**config.mk**
```make
export PLATFORM = sky130hd
export DESIGN_NAME = rft_device_flat
export DESIGN_NICKNAME = d
export VERILOG_FILES = /design/src/rtl/rft_pkg.sv /design/src/rtl/rft_link_if.sv /design/src/rtl/rft_device.sv /design/src/rtl/rft_fifo.sv /design/src/flat_wrapper.sv
export VERILOG_INCLUDE_DIRS = /design/src /design/src/rtl
export SDC_FILE = /design/constraint.sdc
export NUM_CORES = 1
export LEC_CHECK = 0
export ABC_AREA = 0
export BUFFER_PORTS_ARGS = -buffer_cell sky130_fd_sc_hd__clkbuf_2
export CAP_MARGIN = 10
export CORE_MARGIN = 2
export CORE_UTILIZATION = 60
export DETAILED_ROUTE_END_ITERATION = 10
export PLACE_DENSITY = 0.76
export SKIP_LAST_GASP = 1
export SLEW_MARGIN = 5
export SYNTH_ARGS = -nofsm -noshare
export SYNTH_HDL_FRONTEND = slang
export SYNTH_SLANG_ARGS = --single-unit
```
**constraint.sdc**
```tcl
create_clock -name i_clk -period 4.15 [get_ports i_clk]
set_clock_uncertainty 0.1 [all_clocks]
set_input_delay 0.83 -clock i_clk [delete_from_list [all_inputs] [get_ports i_clk]]
set_output_delay 0.83 -clock i_clk [all_outputs]
set_load 0.01 [all_outputs]
```
**src/rtl/rft_cfg.svh**
```systemverilog
`ifndef RFT_CFG_SVH
`define RFT_CFG_SVH
// spi opcodes, top three bits of the first byte
`define RFT_OP_WR_STATE 3'h1
`define RFT_OP_RD_STATE 3'h2
`define RFT_OP_RD_IRQ 3'h3
`define RFT_OP_WR_MASK 3'h4
`define RFT_OP_WR_FB 3'h5
`define RFT_OP_RD_FB 3'h6
`define RFT_OP_CAL 3'h7
// command field values written with RFT_OP_WR_STATE
`define RFT_CMD_TX_START 4'h2
`define RFT_CMD_LISTEN 4'h6
`define RFT_CMD_IDLE 4'h8
`define RFT_CMD_SYN_READY 4'h9
`define RFT_CMD_AACK 4'hA
`define RFT_CMD_ARET 4'hB
// interrupt status bit positions
`define RFT_IRQ_DETECT 0
`define RFT_IRQ_END 1
`define RFT_IRQ_UR 2
`define RFT_IRQ_CAL 3
`define RFT_IRQ_RST 4'h0
`define RFT_MASK_RST 4'h0
// link sync reset value: {sleep_tx_trigger_pin, cs_n, mosi, sclk}, cs_n idle high
`define RFT_SYNC_RST 4'h4
// timing
`define RFT_CLK_MHZ 250
`define RFT_RX_HOLD_US 32
`define RFT_RX_HOLD_CYC (`RFT_RX_HOLD_US * `RFT_CLK_MHZ)
`define RFT_SYM_US 16
`define RFT_SYM_CYC (`RFT_SYM_US * `RFT_CLK_MHZ)
`define RFT_STARTUP_SYM 1
`define RFT_SHR_BPSK_SYM 40
`define RFT_SHR_OQPSK_SYM 10
`define RFT_CAL_CYC 64
`define RFT_SCK_HALF 20
`define RFT_RECAL_S 300
`endif

```
**src/rtl/rft_pkg.sv**
```systemverilog
package rft_pkg;
  typedef enum logic [3:0] {
    ST_PON, ST_SLEEP, ST_IDLE, ST_SYN, ST_LISTEN, ST_AACK, ST_ARET, ST_BUSY_TX, ST_BUSY_RX
  } rft_state_type;
  typedef enum logic [1:0] {TX_STARTUP, TX_SHR, TX_DATA} rft_tx_phase_type;
  typedef enum logic [1:0] {H_IDLE, H_XFER, H_GAP} rft_host_state_type;
endpackage

```
**src/rtl/rft_link_if.sv**
```systemverilog
`timescale 1ns/1ps
interface rft_link_if;
  logic sclk;
  logic cs_n;
  logic mosi;
  logic miso;
  logic irq;
  logic sleep_tx_trigger_pin;
  modport dev (input sclk, input cs_n, input mosi, input sleep_tx_trigger_pin, output miso, output irq);
  modport host (output sclk, output cs_n, output mosi, output sleep_tx_trigger_pin, input miso, input irq);
endinterface

```
**src/rtl/rft_device.sv**
```systemverilog
// Operation
// - auto filter calibration entering idle from pon/sleep
// - host requests calibration only in listed states; device accepts the opcode in any state
// - host repeats calibration at most five minutes
// - calibration result trims baseband and loop filter
// - listen states search for frames
// - frame detect raises detect interrupt
// - reception end raises frame end interrupt
// - first byte readable 32us after detect
// - host reads slower than bytes arrive
// - reading past data raises underrun interrupt
// - host may wait for frame end
// - buffer empty indication paces host reads
// - trigger by pin or launch command
// - host triggers only in ready states
// - transmission end raises frame end interrupt
// - trigger allowed before buffer is written
// - sync header generated internally
// - one symbol front end startup first
// - header 40 symbols bpsk, 10 oqpsk
// - host writes phy header before header ends
// - slow host writes cause underrun interrupt
// - host reads received data over spi
`timescale 1ns/1ps
`include "rft_cfg.svh"
module rft_device import rft_pkg::*; #(
  parameter int RX_HOLD_CYC = `RFT_RX_HOLD_CYC,
  parameter int SYM_CYC = `RFT_SYM_CYC
) (
  input wire logic i_clk, // system clock
  input wire logic i_rstn, // sync reset, active low
  rft_link_if.dev link, // spi, irq and trigger pin
  input wire logic i_oqpsk, // 1 = oqpsk header length
  input wire logic i_rx_start, // demodulator found a frame
  input wire logic i_rx_valid, // received byte strobe
  input wire logic [7:0] i_rx_byte, // received byte
  input wire logic i_rx_end, // reception finished
  output logic o_rx_ready, // buffer can take a byte
  input wire logic i_tx_ready, // modulator requests a byte
  output logic o_tx_valid, // byte for modulator
  output logic [7:0] o_tx_byte, // byte value
  output logic o_tx_shr, // modulator sends internal header
  output logic o_fe_on, // front end running
  input wire logic [7:0] i_tune_code, // measured filter tuning code
  output logic o_cal_busy, // calibration running
  output logic [7:0] o_bb_trim, // baseband filter trim
  output logic [7:0] o_lf_tc, // loop filter time constant
  output logic [3:0] o_state // current transceiver state
);
  rft_state_type state_ff, ret_ff;
  rft_tx_phase_type phase_ff;
  logic [3:0] s1_ff, s2_ff, s3_ff, flt_ff, prev_ff;
  logic [4:0] bit_ff;
  logic [6:0] sh_in_ff;
  logic [2:0] op_ff;
  logic [7:0] tx_sh_ff;
  logic [3:0] irq_ff, mask_ff, irq_set;
  logic [31:0] cyc_ff;
  logic [5:0] sym_ff;
  logic [31:0] hold_ff;
  logic hold_done_ff;
  logic [6:0] cal_ff;
  logic first_ff;
  logic [6:0] left_ff;
  logic miso_ff, irq_out_ff;
  logic sck_rise, sck_fall, slp_rise, slp_fall, cs_idle;
  logic rd_evt, wr_evt, wr_cmd, trig, tx_pop, spi_pop, spi_push, tx_end, sym_end;
  logic fb_ok, rx_mode, enter_idle;
  logic [7:0] nxt_byte, rdata;
  logic [2:0] op_now;
  logic [5:0] shr_len;
  logic fi_valid, fi_ready, fo_valid, fo_ready, flush;
  logic [7:0] fi_data, fo_data;

  function automatic logic is_rx(input rft_state_type s);
    return s == ST_LISTEN || s == ST_AACK || s == ST_BUSY_RX;
  endfunction

  // three-stage sync per link input; a change counts when stages 2 and 3 agree
  for (genvar g = 0; g < 4; g++) begin : g_sync
    always_ff @(posedge i_clk) begin
      if (!i_rstn) begin
        s1_ff[g] <= 1'(`RFT_SYNC_RST >> g);
        s2_ff[g] <= 1'(`RFT_SYNC_RST >> g);
        s3_ff[g] <= 1'(`RFT_SYNC_RST >> g);
        flt_ff[g] <= 1'(`RFT_SYNC_RST >> g);
        prev_ff[g] <= 1'(`RFT_SYNC_RST >> g);
      end else begin
        s1_ff[g] <= (g == 0) ? link.sclk : (g == 1) ? link.mosi :
                    (g == 2) ? link.cs_n : link.sleep_tx_trigger_pin;
        s2_ff[g] <= s1_ff[g];
        s3_ff[g] <= s2_ff[g];
        flt_ff[g] <= (s2_ff[g] == s3_ff[g]) ? s3_ff[g] : flt_ff[g];
        prev_ff[g] <= flt_ff[g];
      end
    end
  end

  assign sck_rise = flt_ff[0] && !prev_ff[0] && !flt_ff[2];
  assign sck_fall = !flt_ff[0] && prev_ff[0] && !flt_ff[2];
  assign cs_idle = flt_ff[2];
  assign slp_rise = flt_ff[3] && !prev_ff[3];
  assign slp_fall = !flt_ff[3] && prev_ff[3];
  assign nxt_byte = {sh_in_ff, flt_ff[1]};
  assign op_now = nxt_byte[7:5];
  assign rd_evt = sck_rise && bit_ff == 5'h07;
  assign wr_evt = sck_rise && bit_ff == 5'h0F;
  assign wr_cmd = wr_evt && op_ff == `RFT_OP_WR_STATE;
  assign rx_mode = is_rx(state_ff);
  assign fb_ok = fo_valid && (!rx_mode || hold_done_ff);
  assign spi_pop = rd_evt && op_now == `RFT_OP_RD_FB && fb_ok;
  assign spi_push = wr_evt && op_ff == `RFT_OP_WR_FB;
  assign trig = slp_rise || (wr_cmd && nxt_byte[3:0] == `RFT_CMD_TX_START);
  assign enter_idle = state_ff == ST_PON || (state_ff == ST_SLEEP && slp_fall);
  assign sym_end = cyc_ff == 32'(SYM_CYC - 1);
  assign shr_len = i_oqpsk ? 6'(`RFT_SHR_OQPSK_SYM) : 6'(`RFT_SHR_BPSK_SYM);
  assign tx_pop = state_ff == ST_BUSY_TX && phase_ff == TX_DATA && i_tx_ready && fo_valid
                  && (first_ff || left_ff != 7'h00);
  assign tx_end = state_ff == ST_BUSY_TX && phase_ff == TX_DATA && !first_ff
                  && left_ff == 7'h00;
  assign flush = (state_ff == ST_LISTEN || state_ff == ST_AACK) && i_rx_start;

  // one buffer serves both directions; its owner follows the state
  assign fi_valid = rx_mode ? (i_rx_valid && state_ff == ST_BUSY_RX) : spi_push;
  assign fi_data = rx_mode ? i_rx_byte : nxt_byte;
  assign fo_ready = rx_mode ? spi_pop : tx_pop;
  assign o_rx_ready = fi_ready;

  rft_fifo #(.W(8), .D(8)) u_fifo (
    .i_clk(i_clk),
    .i_rstn(i_rstn),
    .i_flush(flush),
    .i_in_valid(fi_valid),
    .i_in_data(fi_data),
    .o_in_ready(fi_ready),
    .o_out_valid(fo_valid),
    .o_out_data(fo_data),
    .i_out_ready(fo_ready)
  );

  // spi bit counter and input shifter, restarted while chip select is high
  always_ff @(posedge i_clk) begin
    if (!i_rstn || cs_idle) begin
      bit_ff <= 5'h00;
      sh_in_ff <= 7'h00;
      op_ff <= 3'h0;
    end else if (sck_rise) begin
      sh_in_ff <= nxt_byte[6:0];
      bit_ff <= 5'(bit_ff + 5'h01);
      op_ff <= rd_evt ? op_now : op_ff;
    end
  end

  // read answer; empty flag in bit 7 of the state byte
  always_comb begin
    rdata = 8'h00;
    unique case (op_now)
      `RFT_OP_RD_STATE: rdata = {!fo_valid, 3'h0, o_state};
      `RFT_OP_RD_IRQ: rdata = {4'h0, irq_ff};
      `RFT_OP_RD_FB: rdata = fb_ok ? fo_data : 8'h00;
      default: rdata = 8'h00;
    endcase
  end

  // output shifter, msb first on falling sclk from the ninth bit
  always_ff @(posedge i_clk) begin
    if (!i_rstn) begin
      tx_sh_ff <= 8'h00;
      miso_ff <= 1'b0;
    end else if (rd_evt) begin
      tx_sh_ff <= rdata;
    end else if (sck_fall && bit_ff >= 5'h08) begin
      miso_ff <= tx_sh_ff[7];
      tx_sh_ff <= {tx_sh_ff[6:0], 1'b0};
    end
  end

  // transceiver state and transmit phases
  always_ff @(posedge i_clk) begin
    if (!i_rstn) begin
      state_ff <= ST_PON;
      ret_ff <= ST_SYN;
      phase_ff <= TX_STARTUP;
      cyc_ff <= 32'h0;
      sym_ff <= 6'h00;
    end else begin
      cyc_ff <= (state_ff != ST_BUSY_TX || sym_end) ? 32'h0 : 32'(cyc_ff + 32'h1);
      unique case (state_ff)
        ST_PON: state_ff <= ST_IDLE;
        ST_SLEEP: state_ff <= slp_fall ? ST_IDLE : ST_SLEEP;
        ST_BUSY_RX: state_ff <= i_rx_end ? ret_ff : ST_BUSY_RX;
        ST_LISTEN, ST_AACK: begin
          if (i_rx_start) begin
            ret_ff <= state_ff;
            state_ff <= ST_BUSY_RX;
          end else if (wr_cmd && nxt_byte[3:0] == `RFT_CMD_IDLE) begin
            state_ff <= ST_IDLE;
          end else if (wr_cmd && nxt_byte[3:0] == `RFT_CMD_SYN_READY) begin
            state_ff <= ST_SYN;
          end
        end
        ST_BUSY_TX: begin
          if (phase_ff == TX_STARTUP && sym_end) begin
            phase_ff <= TX_SHR;
            sym_ff <= 6'h00;
          end else if (phase_ff == TX_SHR && sym_end) begin
            sym_ff <= 6'(sym_ff + 6'h01);
            phase_ff <= (sym_ff == 6'(shr_len - 6'h01)) ? TX_DATA : TX_SHR;
          end else if (tx_end) begin
            state_ff <= ret_ff;
          end
        end
        default: begin
          // idle, synthesizer ready and auto retry ready
          if (trig && (state_ff == ST_SYN || state_ff == ST_ARET)) begin
            ret_ff <= state_ff;
            phase_ff <= TX_STARTUP;
            state_ff <= ST_BUSY_TX;
          end else if (state_ff == ST_IDLE && slp_rise) begin
            state_ff <= ST_SLEEP;
          end else if (wr_cmd) begin
            unique case (nxt_byte[3:0])
              `RFT_CMD_IDLE: state_ff <= ST_IDLE;
              `RFT_CMD_SYN_READY: state_ff <= ST_SYN;
              `RFT_CMD_LISTEN: state_ff <= ST_LISTEN;
              `RFT_CMD_AACK: state_ff <= ST_AACK;
              `RFT_CMD_ARET: state_ff <= ST_ARET;
              default: state_ff <= state_ff;
            endcase
          end
        end
      endcase
    end
  end

  // payload drain: first byte is the phy header carrying the length
  always_ff @(posedge i_clk) begin
    if (!i_rstn || state_ff != ST_BUSY_TX) begin
      first_ff <= 1'b1;
      left_ff <= 7'h00;
      o_tx_valid <= 1'b0;
      o_tx_byte <= 8'h00;
    end else begin
      o_tx_valid <= tx_pop;
      if (tx_pop) begin
        o_tx_byte <= fo_data;
        first_ff <= 1'b0;
        left_ff <= first_ff ? fo_data[6:0] : 7'(left_ff - 7'h01);
      end
    end
  end

  // header is produced by the modulator itself, never read from the buffer
  always_ff @(posedge i_clk) begin
    if (!i_rstn) begin
      o_tx_shr <= 1'b0;
      o_fe_on <= 1'b0;
      o_state <= 4'h0;
    end else begin
      o_tx_shr <= state_ff == ST_BUSY_TX && phase_ff == TX_SHR;
      o_fe_on <= state_ff == ST_BUSY_TX;
      o_state <= state_ff;
    end
  end

  // read hold-off after detect so the host cannot fetch an empty first byte
  always_ff @(posedge i_clk) begin
    if (!i_rstn || flush) begin
      hold_ff <= 32'h0;
      hold_done_ff <= 1'b0;
    end else if (!hold_done_ff) begin
      hold_ff <= 32'(hold_ff + 32'h1);
      hold_done_ff <= hold_ff == 32'(RX_HOLD_CYC - 1);
    end
  end

  // filter calibration, automatic on idle entry from pon or sleep, manual by opcode anytime
  always_ff @(posedge i_clk) begin
    if (!i_rstn) begin
      cal_ff <= 7'h00;
      o_cal_busy <= 1'b0;
      o_bb_trim <= 8'h80;
      o_lf_tc <= 8'h40;
    end else if (enter_idle || (wr_evt && op_ff == `RFT_OP_CAL)) begin
      cal_ff <= 7'h00;
      o_cal_busy <= 1'b1;
    end else if (o_cal_busy) begin
      cal_ff <= 7'(cal_ff + 7'h01);
      if (cal_ff == 7'(`RFT_CAL_CYC - 1)) begin
        o_cal_busy <= 1'b0;
        o_bb_trim <= i_tune_code;
        o_lf_tc <= {1'b0, i_tune_code[7:1]};
      end
    end
  end

  // interrupt sources
  always_comb begin
    irq_set = 4'h0;
    irq_set[`RFT_IRQ_DETECT] = flush;
    irq_set[`RFT_IRQ_END] = (state_ff == ST_BUSY_RX && i_rx_end) || tx_end;
    irq_set[`RFT_IRQ_UR] = (rd_evt && op_now == `RFT_OP_RD_FB && !fb_ok)
      || (state_ff == ST_BUSY_TX && phase_ff == TX_DATA && i_tx_ready && !fo_valid
          && !tx_end);
    irq_set[`RFT_IRQ_CAL] = o_cal_busy && cal_ff == 7'(`RFT_CAL_CYC - 1);
  end

  // sticky status cleared by its read, a new event in that cycle survives
  always_ff @(posedge i_clk) begin
    if (!i_rstn) begin
      irq_ff <= `RFT_IRQ_RST;
      mask_ff <= `RFT_MASK_RST;
      irq_out_ff <= 1'b0;
    end else begin
      irq_ff <= (irq_ff & ~{4{rd_evt && op_now == `RFT_OP_RD_IRQ}}) | irq_set;
      mask_ff <= (wr_evt && op_ff == `RFT_OP_WR_MASK) ? nxt_byte[3:0] : mask_ff;
      irq_out_ff <= |(irq_ff & mask_ff);
    end
  end

  assign link.miso = miso_ff;
  assign link.irq = irq_out_ff;
endmodule

```
**src/rtl/rft_fifo.sv**
```systemverilog
`timescale 1ns/1ps
module rft_fifo #(
  parameter int W = 8,
  parameter int D = 8
) (
  input wire logic i_clk, // system clock
  input wire logic i_rstn, // sync reset, active low
  input wire logic i_flush, // drop all contents
  input wire logic i_in_valid, // write request
  input wire logic [W-1:0] i_in_data, // write data
  output logic o_in_ready, // room left
  output logic o_out_valid, // data present
  output logic [W-1:0] o_out_data, // head word
  input wire logic i_out_ready // pop request
);
  localparam int AW = $clog2(D);
  logic [W-1:0] mem_ff [D];
  logic [AW-1:0] wr_ff, rd_ff;
  logic [AW:0] cnt_ff;
  logic push, pop;
  logic [AW:0] nxt_cnt;

  assign push = i_in_valid && o_in_ready;
  assign pop = i_out_ready && o_out_valid;
  assign o_out_data = mem_ff[rd_ff];
  assign nxt_cnt = cnt_ff + (AW+1)'(push) - (AW+1)'(pop);

  // storage is not reset, only pointers, count and flags are
  always_ff @(posedge i_clk) begin
    if (push) begin
      mem_ff[wr_ff] <= i_in_data;
    end
  end

  // pointers, count and flags held as registers so ready and valid are clean
  always_ff @(posedge i_clk) begin
    if (!i_rstn || i_flush) begin
      wr_ff <= '0;
      rd_ff <= '0;
      cnt_ff <= '0;
      o_in_ready <= 1'b1;
      o_out_valid <= 1'b0;
    end else begin
      wr_ff <= push ? AW'(wr_ff + 1'b1) : wr_ff;
      rd_ff <= pop ? AW'(rd_ff + 1'b1) : rd_ff;
      cnt_ff <= nxt_cnt;
      o_in_ready <= nxt_cnt != (AW+1)'(D);
      o_out_valid <= nxt_cnt != '0;
    end
  end
endmodule

```
**src/flat_wrapper.sv**
```systemverilog
// flat-port wrapper written by rule: the top's interface ports become plain ports
module rft_device_flat import rft_pkg::*;
#(
  parameter int RX_HOLD_CYC = `RFT_RX_HOLD_CYC,
  parameter int SYM_CYC = `RFT_SYM_CYC
)
  (i_clk, i_rstn, i_oqpsk, i_rx_start, i_rx_valid, i_rx_byte, i_rx_end, o_rx_ready, i_tx_ready, o_tx_valid, o_tx_byte, o_tx_shr, o_fe_on, i_tune_code, o_cal_busy, o_bb_trim, o_lf_tc, o_state, link_sclk, link_cs_n, link_mosi, link_sleep_tx_trigger_pin, link_miso, link_irq);
  rft_link_if link_i ();
  input wire logic i_clk;
  input wire logic i_rstn;
  input wire logic i_oqpsk;
  input wire logic i_rx_start;
  input wire logic i_rx_valid;
  input wire logic [7:0] i_rx_byte;
  input wire logic i_rx_end;
  output logic o_rx_ready;
  input wire logic i_tx_ready;
  output logic o_tx_valid;
  output logic [7:0] o_tx_byte;
  output logic o_tx_shr;
  output logic o_fe_on;
  input wire logic [7:0] i_tune_code;
  output logic o_cal_busy;
  output logic [7:0] o_bb_trim;
  output logic [7:0] o_lf_tc;
  output logic [3:0] o_state;
  input wire logic [$bits(link_i.sclk)-1:0] link_sclk;
  input wire logic [$bits(link_i.cs_n)-1:0] link_cs_n;
  input wire logic [$bits(link_i.mosi)-1:0] link_mosi;
  input wire logic [$bits(link_i.sleep_tx_trigger_pin)-1:0] link_sleep_tx_trigger_pin;
  output wire logic [$bits(link_i.miso)-1:0] link_miso;
  output wire logic [$bits(link_i.irq)-1:0] link_irq;
  assign link_i.sclk = link_sclk;
  assign link_i.cs_n = link_cs_n;
  assign link_i.mosi = link_mosi;
  assign link_i.sleep_tx_trigger_pin = link_sleep_tx_trigger_pin;
  assign link_miso = link_i.miso;
  assign link_irq = link_i.irq;
  rft_device #(.RX_HOLD_CYC(RX_HOLD_CYC), .SYM_CYC(SYM_CYC)) u_core (.i_clk(i_clk), .i_rstn(i_rstn), .link(link_i), .i_oqpsk(i_oqpsk), .i_rx_start(i_rx_start), .i_rx_valid(i_rx_valid), .i_rx_byte(i_rx_byte), .i_rx_end(i_rx_end), .o_rx_ready(o_rx_ready), .i_tx_ready(i_tx_ready), .o_tx_valid(o_tx_valid), .o_tx_byte(o_tx_byte), .o_tx_shr(o_tx_shr), .o_fe_on(o_fe_on), .i_tune_code(i_tune_code), .o_cal_busy(o_cal_busy), .o_bb_trim(o_bb_trim), .o_lf_tc(o_lf_tc), .o_state(o_state));
endmodule
```
Yosys cells after proc, flatten, opt, wreduce, memory -nomap -nowiden. Memory sizes are Yosys's and may differ from the RTL's. A register that Yosys moved wholly into a read port is not among the register bits. Cells that the tools add are included.

Memories: 1. RAM bits: 64. Flip-flop bits (word level): 190.

Memory list: u_core.u_fifo.mem_ff (words 8, width 8, read ports 1, clocked after Yosys merged registers in 1, write ports 1, line rft_fifo.sv:17) `logic [W-1:0] mem_ff [D];`.

Add/subtract/negate cells: 11. Muxes and demuxes: 40. Reductions and logical operators: 90. Bitwise gates (word level): 9. $lt $le $gt $ge: 1. Equal/unequal tests: 41.

Operator list (count): $add A32 B1 Y32 const B (2); $mux W4 (12); $logic_and A1 B1 Y1 (41); $pmux W4 S5 (2); $eq A32 B12 Y1 const B (1); $eq A32 B13 Y1 const B (1); $mux W8 (4); $pmux W8 S3 (1); $eq A4 B3 Y1 const B (5); $eq A4 B4 Y1 const B (5); $mux W6 (3); $logic_or A1 B1 Y1 (14); $eq A3 B3 Y1 const B (4); $eq A4 B2 Y1 const B (3); $reduce_bool A12 Y1 (1); $logic_not A1 Y1 (11); $mux W2 (5); $reduce_and A3 Y1 (3); $and A4 B4 Y4 (2); $mux W1 (8); $pmux W4 S2 (1); $reduce_bool A2 Y1 (4); $reduce_bool A8 Y1 (1); $reduce_or A4 Y1 (2); 40 further kinds (56).

Logic depth before layout (Yosys ltp).
Word-level depth: 11. Depth in mapped cells: 14. Depth with buffers taken out: 13.

Cells and area by module. A second synthesis with hierarchy kept.

Cell total of the unflattened synthesis: 1125. Area, all modules: 11075.6 um^2.

By module, submodules not included: rft_device (instances 1, cells each 953, area an instance 7921.3 um^2, sequential area each 3423.3 um^2); rft_fifo (instances 1, cells each 172, area an instance 3154.3 um^2, sequential area each 2222.1 um^2).

Least setup slack after synthesis. Ideal clock, no wire load.

Path kind: reg2reg. Start point: register u_core.bit_ff[0]. End point: memory u_core.u_fifo.mem_ff[4][0], enable pin. Slack: 1.165 ns. Required time: 3.652 ns. Setup time: 0.398 ns. Period minus slack after synthesis: 2.985 ns. Stages on the path, launching flop included: 9. Arrival time: 2.487 ns. Path buffers: 1. Path through: dfxtp_1 -> ha_1 -> and3_1 -> ha_1 -> and3_1 -> buf_2 -> a32o_1 -> nand2_1 -> nor4b_1.

Cells in the longest elaborated chain, start to end: 7.

Ends and longest elaborated chain: start: declaration (line rft_device.sv:53) `logic [4:0] bit_ff;`; start signal: assignment (line rft_device.sv:149) `bit_ff <= 5'(bit_ff + 5'h01);`; $eq A5 B4 Y1 (line rft_device.sv:107) `assign wr_evt = sck_rise && bit_ff == 5'h0F;`; $logic_and A1 B1 Y1 (line rft_device.sv:107); $logic_and A1 B1 Y1 (no source line); $mux W1 (line rft_device.sv:124) `assign fi_valid = rx_mode ? (i_rx_valid && state_ff == ST_BUSY_RX) : spi_push;`; $logic_and A1 B1 Y1 (line rft_fifo.sv:23) `assign push = i_in_valid && o_in_ready;`; $mux W1 (line rft_fifo.sv:30) `if (push) begin`; $mux W1 (not written as such) (line rft_fifo.sv:31) `mem_ff[wr_ff] <= i_in_data;`; end: declaration (line rft_fifo.sv:17).

No other way between the ends.

Worst setup path after layout.
Start point: register u_core.state_ff[2]. End point: register u_core.u_fifo.o_out_valid.

Cells in the longest elaborated chain, start to end: 11. Elaborated cells on any way between the ends: 24. Those cells by class: 2 x add/sub; 4 x eq/ne; 2 x mux; 16 x reduce/logical.

Ends and longest elaborated chain: start: declaration (line rft_device.sv:50) `rft_state_type state_ff, ret_ff;`; start signal: assignment (line rft_device.sv:190) `ST_SLEEP: state_ff <= slp_fall ? ST_IDLE : ST_SLEEP;`; start signal: assignment (line rft_device.sv:191) `ST_BUSY_RX: state_ff <= i_rx_end ? ret_ff : ST_BUSY_RX;`; start signal: assignment (line rft_device.sv:210) `state_ff <= ret_ff;`; parallel branches: the longest is 11 deep, another holds $add A4 B1 Y4; end signal: assignment (line rft_fifo.sv:42) `o_out_valid <= 1'b0;`; end signal: assignment (line rft_fifo.sv:48) `o_out_valid <= nxt_cnt != '0;`; end: declaration (line rft_fifo.sv:12) `output logic o_out_valid,`.

Parallel ways; which one is timed is not known. A chain may end at the register's enable or synchronous reset.

==> results.md <==
- Library cells used by synthesis: 79
- Path type of the worst setup path: reg2reg
- Most frequent cells in the layout: dfxtp_1 (186), nor2_1 (126), nand2_1 (112)
- H-tree depth: 1
- Antenna-violating nets left: 0
- Routed wire per std cell: 16.7 um
- Slew Limit Fails: 0
- Fin crit period: 3.42 ns
- Setup TNS: 0 ns
- DRT Pass-1 Iters: 5
- Die W: 139 um
- CP arrival: 3.70 ns
- Syn avg cell area: 10.1 um^2
- RSZ-0062 raised after global routing: no
- CTS tree: done
- Max VDD drop: 0.349 mV
- Clock Sink Count: 250
- Final period utilization: 0.823
- Sequential fraction of the synthesis area: 0.519
- TritonCTS Buffers: 26
- CTS clock-pin slew for the worst setup and hold paths: 0.06 ns
- Clock tree root buffer cell: clkbuf_16
- Final WL: 22,800 um
- Post-synthesis register bit count: 250
- Critical Path Source Type: flip-flop
- Post-synthesis cell count: 1,077
- Grt total ovfl: 0
- First-pass GRT wire length: 37,900 um
- Maxcap violations: 0
- Synth warn: 0
- Post_cts resized: 0
- Starting DRT DRC Count: 779
- Final Hold Violating Endpoints: 0
- Vias: 8,056
- Worst skew pair latency: 0.52 ns
- Final cell count without fillers: 1,369
- I/O pins: 62
- Worst slew margin: 0.324
- Die Footprint: 0.0192 mm^2
- Actual slew at the worst max-slew pin: 1.01 ns
- Floorplan row count: 49
- Placement Setup Slack: 0.802 ns
- Die height: 139 um
- Static leakage power: 0.00441 uW
- Syn Nets: 1,118
- Crit-path max FO: 14
- Setup-failing EPs final: 0
- # Post-CTS Setup Buffers: 0
- WL met2: 11,000 um
- Commonest non-fill, non-tap cell in the layout: dfxtp_1
- Antenna cells: 0
- Status: finished, final reports clean
- Area Growth Syn to Fin: 11.3%
- Post-layout util: 0.678
- CP Capture Point: u_core.u_fifo.o_out_valid
- Dpl cells: 1,324
- Pin count of the biggest net entering global routing: 45
- Starting Density: 0.609
- Syn Std Cell Area: 0.0109 mm^2
- Cts hold-fix bufs: 0
- Vias/cell: 5.88
- HPWL after DPL: 15,600 um
- Final GP Congestion: 0.851
- Post-synthesis async set-or-reset flop share: 0
- Worst reg2reg startpoint: u_core.state_ff[2]
- Tot GR Track Use: 0.237
- HP Class: reg2reg
- RR Endpoint: u_core.u_fifo.o_out_valid
- Reg2reg path depth: 9
- Share of cells above drive strength 1: 0.139
- Endpoint class of the critical path: flip-flop
- I/O Buffers: 60
- CP startpoint: u_core.state_ff[2]
- PwrDens: 403 mW/mm^2
- Slack of the critical path: 0.733 ns
- Wire length on met1: 10,000 um
- Fmax: 293 MHz
- Reg2reg setup slack: 0.73 ns
- Post-synth EDFFs: 64
- Nets: 1,164
- Most used DFF post-synth: dfxtp_1
- Initial antenna violation count: 0
- Max layer used: met4
- Vias in the first global route: 7,692
- Routed wl met3: 1320 um
- CP required: 4.44 ns
- DRC: 0
- CTS max path bufs: 3
- Core Region: 0.0178 mm^2
[worst min path at each step]
stage               startpoint               to  slack (ns)  cells past startpoint
6_report       u_core.s1_ff[2]  u_core.s2_ff[2]        0.30                      1
5_1_grt        u_core.s1_ff[2]  u_core.s2_ff[2]        0.33                      1
4_1_cts        u_core.s1_ff[2]  u_core.s2_ff[2]        0.31                      1
3_5_place_dp   u_core.s1_ff[2]  u_core.s2_ff[2]        0.29                      1
3_3_place_gp   u_core.s1_ff[2]  u_core.s2_ff[2]        0.30                      1
2_1_floorplan  u_core.s1_ff[2]  u_core.s2_ff[2]        0.29                      1
[state kept, by name (all words and copies together) (netlist names), 4 cells and up, named ones only]
register,flops
u_core.cyc_ff,32
u_core.tx_sh_ff,8
u_core.cal_ff,7
u_core.mask_ff,4
u_core.sh_in_ff,7
u_core.ret_ff,4
u_core.left_ff,7
u_core.u_fifo.cnt_ff,4
u_core.state_ff,4
u_core.s1_ff,4
u_core.sym_ff,6
u_core.o_state,4
u_core.o_tx_byte,8
u_core.s3_ff,4
u_core.u_fifo.mem_ff,64
u_core.s2_ff,4
u_core.irq_ff,4
u_core.o_bb_trim,8
u_core.hold_ff,32
u_core.bit_ff,5
[metal layers]
| metal | GRT usage | vias to the layer above |
|---|---|---|
| met2 | 0.398 | 219 |
| met3 | 0.0318 | 36 |
| met5 | 0 | - |
| met1 | 0.326 | 3840 |
| met4 | 0.0687 | 0 |
| li1 | - | 3961 |
[worst max-delay path, cell delays in order (launching register included)]
cell	delay (ns)
dfxtp_1	0.64
and4b_1	0.47
nand4_1	0.38
o22ai_2	0.47
xnor2_1	0.13
ha_1	0.22
fa_1	0.38
xor2_1	0.18
nor3_1	0.21
a21oi_1	0.10
[logic make-up after synthesis]
family,after synthesis,synth area share
and+or+nand+nor,467,0.223
DFF,250,0.519
AOI/OAI and AO/OA,146,0.0872
buffers and inverters,80,0.0322
xor gates and xnor gates,71,0.0572
muxes,48,0.0637
adders and majority gates,14,0.0168
other,1,0.000345
[area by class of cell]
cell class / instances / area [um^2]
clock buffer: 35 / 736
clock inverter: 10 / 46.3
fill: 1367 / 5750
inverter: 21 / 78.8
multi-input combinational: 747 / 4870
sequential: 250 / 5650
tap: 229 / 287
timing repair buffer: 77 / 428
[cells in the mapped netlist (all sizes together), types with 3 or more instances]
| cell type | instances | area share |
|---|---|---|
| nand3b | 5 | 0.0035 |
| buf | 29 | 0.015 |
| o221a | 6 | 0.0062 |
| a32o | 3 | 0.0028 |
| or3b | 3 | 0.0024 |
| edfxtp | 64 | 0.18 |
| xnor2 | 15 | 0.012 |
| nor2b | 5 | 0.0029 |
| o211ai | 4 | 0.0028 |
| o21ai | 31 | 0.014 |
| nor4b | 8 | 0.0070 |
| nor4 | 17 | 0.013 |
| and4 | 5 | 0.0040 |
| xor2 | 56 | 0.045 |
| o21a | 3 | 0.0021 |
| or3 | 12 | 0.0069 |
| nand4b | 5 | 0.0040 |
| a21o | 5 | 0.0035 |
| nor2 | 127 | 0.044 |
| a211o | 3 | 0.0024 |
| ha | 13 | 0.015 |
| nor3 | 19 | 0.0087 |
| nand4 | 39 | 0.024 |
| a22oi | 5 | 0.0035 |
| a21oi | 50 | 0.023 |
| a211oi | 3 | 0.0021 |
| o31ai | 4 | 0.0028 |
| mux2i | 23 | 0.021 |
| nor3b | 4 | 0.0032 |
| clkbuf | 30 | 0.010 |
| inv | 20 | 0.0069 |
| o22ai | 9 | 0.0058 |
| mux4 | 16 | 0.033 |
| nand3 | 36 | 0.017 |
| nand2 | 112 | 0.039 |
| and2 | 19 | 0.011 |
| nand2b | 17 | 0.010 |
| a31oi | 4 | 0.0023 |
| mux2 | 9 | 0.0093 |
| dfxtp | 186 | 0.34 |
| or4 | 4 | 0.0031 |
| and3 | 21 | 0.012 |
[power breakdown]
group,switching [uW],leakage [uW],internal [uW],total (uW)
clock,901,0.000380,1230,2130
sequential,51.8,0.00208,2510,2570
combinational,103,0.00195,77.1,180
[metrics by stage]
step	hold WS [ns]	cell area, um^2	power (uW)
3_5_place_dp	0.295	11300	2800
4_1_cts	0.310	12100	4910
5_1_grt	0.327	12100	5040
2_1_floorplan	0.286	10900	2740
6_report	0.304	12100	4880
3_3_place_gp	0.297	11300	2790
Power figures use the tool's default switching activity.
